--- src/logic/ftr_pkg.sv ---
package ftr_pkg;

   // register addresses inside each space
   localparam logic [5:0] ADDR_OFF_THRESH  = 6'h2b; // space a
   localparam logic [5:0] ADDR_DRV_TIMING  = 6'h2b; // space b
   localparam logic [5:0] ADDR_REG_CTRL    = 6'h2c; // space a

   // reset values
   localparam logic [7:0] OFF_THRESH_RST   = 8'h33;
   localparam logic [7:0] REG_CTRL_RST     = 8'h00;
   localparam logic [7:0] RD_IDLE          = 8'h00;

   // field positions of the threshold register
   localparam int         PEER_MSB         = 6;
   localparam int         PEER_LSB         = 4;
   localparam int         COLL_MSB         = 3;
   localparam int         COLL_LSB         = 0;

   // field positions of the timing readout
   localparam int         RATIO_MSB        = 7;
   localparam int         RATIO_LSB        = 4;
   localparam int         CLASS_MSB        = 2;
   localparam int         CLASS_LSB        = 0;

   // field positions of the regulator control register
   localparam int         REGS_BIT         = 7;
   localparam int         REGE_MSB         = 6;
   localparam int         REGE_LSB         = 3;
   localparam int         MPS_MSB          = 2;
   localparam int         MPS_LSB          = 0;

   // writable bits, reserved positions stay zero
   localparam logic [7:0] OFF_THRESH_WMASK = 8'h7f;

   // software access request
   typedef struct packed {
      logic       space_b;
      logic [5:0] addr;
      logic [7:0] wdata;
      logic       wr;
      logic       rd;
   } ftr_req_s;

   // driver timing status coming from the analog driver
   typedef struct packed {
      logic [3:0] ratio;
      logic [2:0] speed;
   } ftr_drv_s;

   // driver timing class
   typedef enum logic [2:0] {
      SPD_SLOW,
      SPD_MED_SLOW,
      SPD_NOMINAL,
      SPD_MED_FAST,
      SPD_FAST
   } ftr_speed_e;

   // supply measurement source
   typedef enum logic [2:0] {
      SUP_MAIN,
      SUP_ANALOG,
      SUP_DIGITAL,
      SUP_RF_DRIVER,
      SUP_AM_REF,
      SUP_TX,
      SUP_RESERVED
   } ftr_supply_e;

endpackage : ftr_pkg

--- src/logic/ftr_regs.sv ---
// Operation
// - rw threshold register, peer and collision fields
// - threshold register resets to 0x33
// - peer code maps monotonic 75 to 800 mvpp
// - collision msb picks fine 25-250 range
// - read-only timing readout, ratio high nibble
// - timing class slow through fast decode
// - bit 7 selects calibrated or external voltage
// - external code bits, register resets zero
// - supply measure source select, 110/111 reserved
// - external code shares regulator display encoding
//
// Local design decision: the address-and-strobe port.
`timescale 1ns/1ps
`default_nettype none
module ftr_regs #(
   parameter int DATA_W = 8
) (
   input  wire logic                core_clk_in,
   input  wire logic                rst_in,
   input  wire ftr_pkg::ftr_req_s   req_in,
   output logic [7:0]               rd_data_out,
   input  wire ftr_pkg::ftr_drv_s   drv_status_in,
   input  wire logic [3:0]          cal_reg_code_in,
   output logic [2:0]               peer_off_level_out,
   output logic [3:0]               collision_off_level_out,
   output logic [9:0]               peer_off_mvpp_out,
   output logic [9:0]               collision_off_mvpp_out,
   output logic                     collision_fine_range_out,
   output logic [3:0]               transient_ratio_out,
   output var ftr_pkg::ftr_speed_e  driver_speed_class_out,
   output logic                     reg_from_ext_out,
   output logic [3:0]               reg_code_out,
   output logic [2:0]               measured_supply_select_out,
   output var ftr_pkg::ftr_supply_e measured_supply_source_out,
   output logic                     measured_supply_valid_out
);
   import ftr_pkg::*;

   // the byte layout is fixed by the register map
   if (DATA_W != 8) begin : g_bad_width
      $error("ftr_regs: DATA_W must be 8");
   end

   // coarse ladder shared by peer and collision codes
   function automatic logic [9:0] coarse_mvpp(input logic [2:0] code);
      logic [9:0] mv;
      mv = 10'h000;
      case (code)
         3'h0:    mv = 10'd75;
         3'h1:    mv = 10'd105;
         3'h2:    mv = 10'd150;
         3'h3:    mv = 10'd205;
         3'h4:    mv = 10'd290;
         3'h5:    mv = 10'd400;
         3'h6:    mv = 10'd560;
         default: mv = 10'd800;
      endcase
      return mv;
   endfunction : coarse_mvpp

   // fine ladder for collision codes with the top bit set
   function automatic logic [9:0] fine_mvpp(input logic [2:0] code);
      logic [9:0] mv;
      mv = 10'h000;
      case (code)
         3'h0:    mv = 10'd25;
         3'h1:    mv = 10'd33;
         3'h2:    mv = 10'd47;
         3'h3:    mv = 10'd64;
         3'h4:    mv = 10'd90;
         3'h5:    mv = 10'd125;
         3'h6:    mv = 10'd175;
         default: mv = 10'd250;
      endcase
      return mv;
   endfunction : fine_mvpp

   // registers
   logic [7:0]  off_thresh_ff;
   logic [7:0]  reg_ctrl_ff;
   logic [7:0]  rd_data_ff;
   ftr_drv_s    drv_meta_ff;
   ftr_drv_s    drv_sync_ff;
   logic [3:0]  cal_meta_ff;
   logic [3:0]  cal_sync_ff;
   logic [9:0]  peer_mv_ff;
   logic [9:0]  coll_mv_ff;
   logic [3:0]  reg_code_ff;
   ftr_speed_e  speed_ff;
   ftr_supply_e supply_ff;
   logic        supply_ok_ff;

   // next values
   logic [7:0]  nxt_off_thresh;
   logic [7:0]  nxt_reg_ctrl;
   logic [7:0]  nxt_rd_data;
   logic [9:0]  nxt_peer_mv;
   logic [9:0]  nxt_coll_mv;
   logic [3:0]  nxt_reg_code;
   ftr_speed_e  nxt_speed;
   ftr_supply_e nxt_supply;
   logic        nxt_supply_ok;

   // address decode
   wire         hit_thresh;
   wire         hit_timing;
   wire         hit_regctl;
   wire         wr_thresh;
   wire         wr_regctl;
   wire [7:0]   timing_view;

   assign hit_thresh = !req_in.space_b && (req_in.addr == ADDR_OFF_THRESH);
   assign hit_timing = req_in.space_b && (req_in.addr == ADDR_DRV_TIMING);
   assign hit_regctl = !req_in.space_b && (req_in.addr == ADDR_REG_CTRL);
   assign wr_thresh  = req_in.wr && hit_thresh;
   assign wr_regctl  = req_in.wr && hit_regctl;

   // readout image, bit 3 forced to zero
   assign timing_view = {drv_sync_ff.ratio, 1'b0, drv_sync_ff.speed};

   // register write paths; timing readout ignores writes
   assign nxt_off_thresh = wr_thresh ? (req_in.wdata & OFF_THRESH_WMASK)
                                     : off_thresh_ff;
   assign nxt_reg_ctrl   = wr_regctl ? req_in.wdata : reg_ctrl_ff;

   // read mux, unmapped addresses read zero
   assign nxt_rd_data = !req_in.rd ? RD_IDLE :
                        hit_thresh ? off_thresh_ff :
                        hit_timing ? timing_view :
                        hit_regctl ? reg_ctrl_ff : RD_IDLE;

   // threshold decode to mvpp
   assign nxt_peer_mv = coarse_mvpp(off_thresh_ff[PEER_MSB:PEER_LSB]);
   assign nxt_coll_mv = off_thresh_ff[COLL_MSB]
                      ? fine_mvpp(off_thresh_ff[COLL_MSB-1:COLL_LSB])
                      : coarse_mvpp(off_thresh_ff[COLL_MSB-1:COLL_LSB]);

   // regulated voltage source; both codes use the display encoding
   assign nxt_reg_code = reg_ctrl_ff[REGS_BIT]
                       ? reg_ctrl_ff[REGE_MSB:REGE_LSB]
                       : cal_sync_ff;

   // driver timing class decode
   always_comb begin
      nxt_speed = SPD_FAST;
      if (!drv_sync_ff.speed[2]) begin
         case (drv_sync_ff.speed[1:0])
            2'h0:    nxt_speed = SPD_SLOW;
            2'h1:    nxt_speed = SPD_MED_SLOW;
            2'h2:    nxt_speed = SPD_NOMINAL;
            default: nxt_speed = SPD_MED_FAST;
         endcase
      end
   end

   // supply measurement source decode
   always_comb begin
      nxt_supply    = SUP_RESERVED;
      nxt_supply_ok = 1'b1;
      case (reg_ctrl_ff[MPS_MSB:MPS_LSB])
         3'h0:    nxt_supply = SUP_MAIN;
         3'h1:    nxt_supply = SUP_ANALOG;
         3'h2:    nxt_supply = SUP_DIGITAL;
         3'h3:    nxt_supply = SUP_RF_DRIVER;
         3'h4:    nxt_supply = SUP_AM_REF;
         3'h5:    nxt_supply = SUP_TX;
         default: nxt_supply_ok = 1'b0;
      endcase
   end

   // two-stage synchronisers for the analog status
   always_ff @(posedge core_clk_in) begin
      drv_meta_ff <= drv_status_in;
      drv_sync_ff <= drv_meta_ff;
      cal_meta_ff <= cal_reg_code_in;
      cal_sync_ff <= cal_meta_ff;
   end

   // software registers
   always_ff @(posedge core_clk_in) begin
      if (rst_in) begin
         off_thresh_ff <= OFF_THRESH_RST;
         reg_ctrl_ff   <= REG_CTRL_RST;
         rd_data_ff    <= RD_IDLE;
      end else begin
         off_thresh_ff <= nxt_off_thresh;
         reg_ctrl_ff   <= nxt_reg_ctrl;
         rd_data_ff    <= nxt_rd_data;
      end
   end

   // decoded outputs
   always_ff @(posedge core_clk_in) begin
      if (rst_in) begin
         peer_mv_ff   <= 10'h000;
         coll_mv_ff   <= 10'h000;
         reg_code_ff  <= 4'h0;
         speed_ff     <= SPD_SLOW;
         supply_ff    <= SUP_MAIN;
         supply_ok_ff <= 1'b0;
      end else begin
         peer_mv_ff   <= nxt_peer_mv;
         coll_mv_ff   <= nxt_coll_mv;
         reg_code_ff  <= nxt_reg_code;
         speed_ff     <= nxt_speed;
         supply_ff    <= nxt_supply;
         supply_ok_ff <= nxt_supply_ok;
      end
   end

   // output drive
   assign rd_data_out                = rd_data_ff;
   assign peer_off_level_out         = off_thresh_ff[PEER_MSB:PEER_LSB];
   assign collision_off_level_out    = off_thresh_ff[COLL_MSB:COLL_LSB];
   assign collision_fine_range_out   = off_thresh_ff[COLL_MSB];
   assign peer_off_mvpp_out          = peer_mv_ff;
   assign collision_off_mvpp_out     = coll_mv_ff;
   assign transient_ratio_out        = drv_sync_ff.ratio;
   assign driver_speed_class_out     = speed_ff;
   assign reg_from_ext_out           = reg_ctrl_ff[REGS_BIT];
   assign reg_code_out               = reg_code_ff;
   assign measured_supply_select_out = reg_ctrl_ff[MPS_MSB:MPS_LSB];
   assign measured_supply_source_out = supply_ff;
   assign measured_supply_valid_out  = supply_ok_ff;

endmodule : ftr_regs
`default_nettype wire

--- config.mk ---
export PLATFORM = sky130hd
export DESIGN_NAME = ftr_regs
export DESIGN_NICKNAME = d
export VERILOG_FILES = /design/src/logic/ftr_pkg.sv /design/src/logic/ftr_regs.sv
export SDC_FILE = /design/constraint.sdc
export NUM_CORES = 1
export LEC_CHECK = 0
export ABC_CLOCK_PERIOD_IN_PS = 3600
export BUFFER_PORTS_ARGS = -buffer_cell sky130_fd_sc_hd__buf_2
export CAP_MARGIN = 10
export CELL_PAD_IN_SITES_DETAIL_PLACEMENT = 1
export CELL_PAD_IN_SITES_GLOBAL_PLACEMENT = 1
export CORE_ASPECT_RATIO = 1.4
export CORE_MARGIN = 10
export CORE_UTILIZATION = 40
export DETAILED_ROUTE_END_ITERATION = 10
export PLACE_DENSITY = 0.83
export SLEW_MARGIN = 40
export SYNTH_ARGS = -nofsm -noshare
export SYNTH_HDL_FRONTEND = slang
export SYNTH_SLANG_ARGS = --single-unit
--- constraint.sdc ---
create_clock -name core_clk_in -period 3.6 [get_ports core_clk_in]
set_input_delay 0.72 -clock core_clk_in [delete_from_list [all_inputs] [get_ports core_clk_in]]
set_output_delay 0.72 -clock core_clk_in [all_outputs]
set_load 0.005 [all_outputs]
==> impl_metrics.toml <==
[place]
place.gp.congestion = 0.739
hpwl_um = 5350
placed_cells = 385
numPortBuffers = 84
place_ws_ps = 1380

[drt]
viasPerCell = 5.34
routed_wl_um = 7300
via_count = 2153
wl_per_cell_um = 18.1
drc = 0
drt_iter0_drc = 107
drtAntennaViolNets = 0
drt-pass1-iter-count = 4

[clock_network]
cts_made_buffers = 9
clock_sinks = 74
cts_buffer_depth = 2
cts_tree = "built"
cts_root_buffer = "clkbuf_8"
cts_resized = 0
clk_pin_slew_worst_paths_ps = 70
post_cts_buffers = 0
ctsHoldBuffers = 0
htreeDepth = 3
clock_latency_ps = 340

[pwr]
leakage_nw = 1.40
power.density_nw_per_um2 = 541
peakVddDrop_mv = 0.285

[timing]
hold_viol = 0
setup_slack_ps = 1650
rsz0062_at_grt = "no"
fin_crit_ps = 1950
worst_slew_pin_slew_ps = 697
slew_headroom_pct = 53.6
timing.final.crit_share_pct = 54.2
finalMaxSlewViolations = 0
fmax_mhz = 512
setup_tns_ps = 0
skew_ps = 5.31
finalSetupViolCount = 0

[synth]
synthCells = 258
synth_seq_cells = 74
synthArstFlopShare_pct = 0
ys_types = 41
synth_nets = 288
syn_area_per_cell_um2 = 10.0
synth_ff_type = "dfxtp_1"
yosysSeqAreaShare_pct = 57.4
syn_area_um2 = 2580
synth_edf_count = 0
yosys_warnings = 0

[setup_path]
r2r-end = "collision_off_mvpp_out[1]"
crit_chain = "buf_2"
cpMaxStageDelayCell = "dfxtp_1"
cpPeakStageDelay_ps = 670
required_ps = 2880
cp.buffers_inverters = 1
path_max_fanout = 16
crit_family = "flip-flops"
r2r_cells = 3
critPathKind = "flop to primary output"
cp-end-kind = "primary output"
arrival_ps = 1230
reg2reg_from = "off_thresh_ff[1]"
r2r_slack_ps = 2000
cp-start-kind = "flop"

[cells_and_area]
fin_util_pct = 50.8
final_layout_size_suffix_gt1_share_pct = 31.8
mostFrequentLayoutCell = "buf_2"
stdcell_count = 403
area_delta_synth_final_pct = 23.2
mostFrequentLayoutCells = "84 x buf_2, 74 x dfxtp_1, 26 x nand3_1"
finalNetCount = 355
fillers = 738

[global_route]
grt_max_degree = 39
grt_pass1_wl_um = 11300
antenna_found_initial = 1
grt_usage_pct = 14.4
overflow = 0
grt_pass1_vias = 2235

[floorplanning]
row_count = 34
core_um2 = 6250
ios = 85
start_util_pct = 41.3
fp.dieArea_um2 = 10100
dieWidth_um = 87.9
dieHeight_um = 115

[worst_hold_path]
hold_path_class = "flop to flop"
hold_end = "cal_sync_ff[1]"
hold_depth = 0
min_from = "cal_meta_ff[1]"

[job]
cap_violations = 0

[status]
status = "finished clean"
==> cells in the mapped netlist (all sizes together), types with 3 or more instances <==
| library cell | n | area (um2) |
|---|---|---|
| a21oi | 23 | 115 |
| a221oi | 6 | 52.6 |
| and2 | 3 | 18.8 |
| buf | 23 | 148 |
| clkbuf | 6 | 26.3 |
| dfxtp | 74 | 1480 |
| inv | 8 | 30.0 |
| mux2i | 5 | 50.1 |
| nand2 | 4 | 15.0 |
| nand2b | 3 | 18.8 |
| nand3 | 26 | 130 |
| nor2 | 12 | 45.0 |
| nor2b | 6 | 37.5 |
| nor3 | 12 | 60.1 |
| o21ai | 19 | 95.1 |
| or2b | 6 | 45.0 |
==> worst max path at each step <==
| stage | start | endpoint | slack, ps | cells after the start |
|---|---|---|---|---|
| finish | off_thresh_ff[3] | collision_off_level_out[3] | 1650 | 1 |
| CTS | off_thresh_ff[3] | collision_off_level_out[3] | 1620 | 1 |
| detailed placement | req_in[11] | rd_data_out[6] | 1380 | 4 |
| global placement | req_in[11] | rd_data_out[1] | 1520 | 4 |
| global route | off_thresh_ff[3] | collision_off_level_out[3] | 1530 | 1 |
| floorplan | req_in[16] | reg_ctrl_ff[1] | 1850 | 5 |
==> where the power goes <==
group	leakage, nW	internal (mW)	switching, mW	total [mW]
logic	0.657	0.0327	0.0424	0.0751
clock network	0.129	0.496	0.300	0.796
registers	0.610	0.841	0.00757	0.849
total	1.40	1.37	0.350	1.72
==> routing by layer <==
metal	routed length [um]	global-route usage [%]	vias to the layer above
met4	159	7.57	0
met2	3640	24.4	77
met5	0	0	-
met3	696	6.09	14
li1	-	-	1027
met1	2810	14.7	1035
==> metrics by stage <==
| step | hold slack [ps] | total power, mW | cell area [um2] |
|---|---|---|---|
| 6_report | 329 | 1.72 | 3180 |
| 3_5_place_dp | 313 | 0.943 | 2920 |
| 4_1_cts | 331 | 1.74 | 3170 |
| 3_3_place_gp | 310 | 0.939 | 2920 |
| 2_1_floorplan | 310 | 0.907 | 2580 |
| 5_1_grt | 338 | 1.78 | 3180 |
==> sequential cells by signal, summed over array words and instances, names as in the netlist <==
signal / flops
peer_off_mvpp_out: 8
measured_supply_source_out: 3
reg_code_out: 4
drv_sync_ff: 3
cal_meta_ff: 4
collision_off_mvpp_out: 10
rd_data_out: 8
transient_ratio_out: 4
driver_speed_class_out: 3
off_thresh_ff: 7
drv_meta_ff: 7
reg_ctrl_ff: 8
cal_sync_ff: 4
measured_supply_valid_out: 1
==> logic make-up after synthesis <==
family                 Yosys count  synth area share, %
AO/OA/AOI/OAI                   56                 12.9
flip-flops                      74                 57.4
XOR/XNOR                         2                0.679
AND/OR/NAND/NOR                 84                 19.2
buffers and inverters           37                 7.90
multiplexers                     5                 1.94
==> cell type report <==
type	count	area [um2]	area share [%]
clock inverters	5	100	3.15
diodes	1	2.50	0.0787
clock buffers	11	151	4.76
well taps	72	90.1	2.83
repair buffers	85	428	13.5
multi-input cells	147	895	28.1
inverters	8	30.0	0.945
flip-flops and latches	74	1480	46.6
Note: power is estimated with default switching activity, not from simulation.
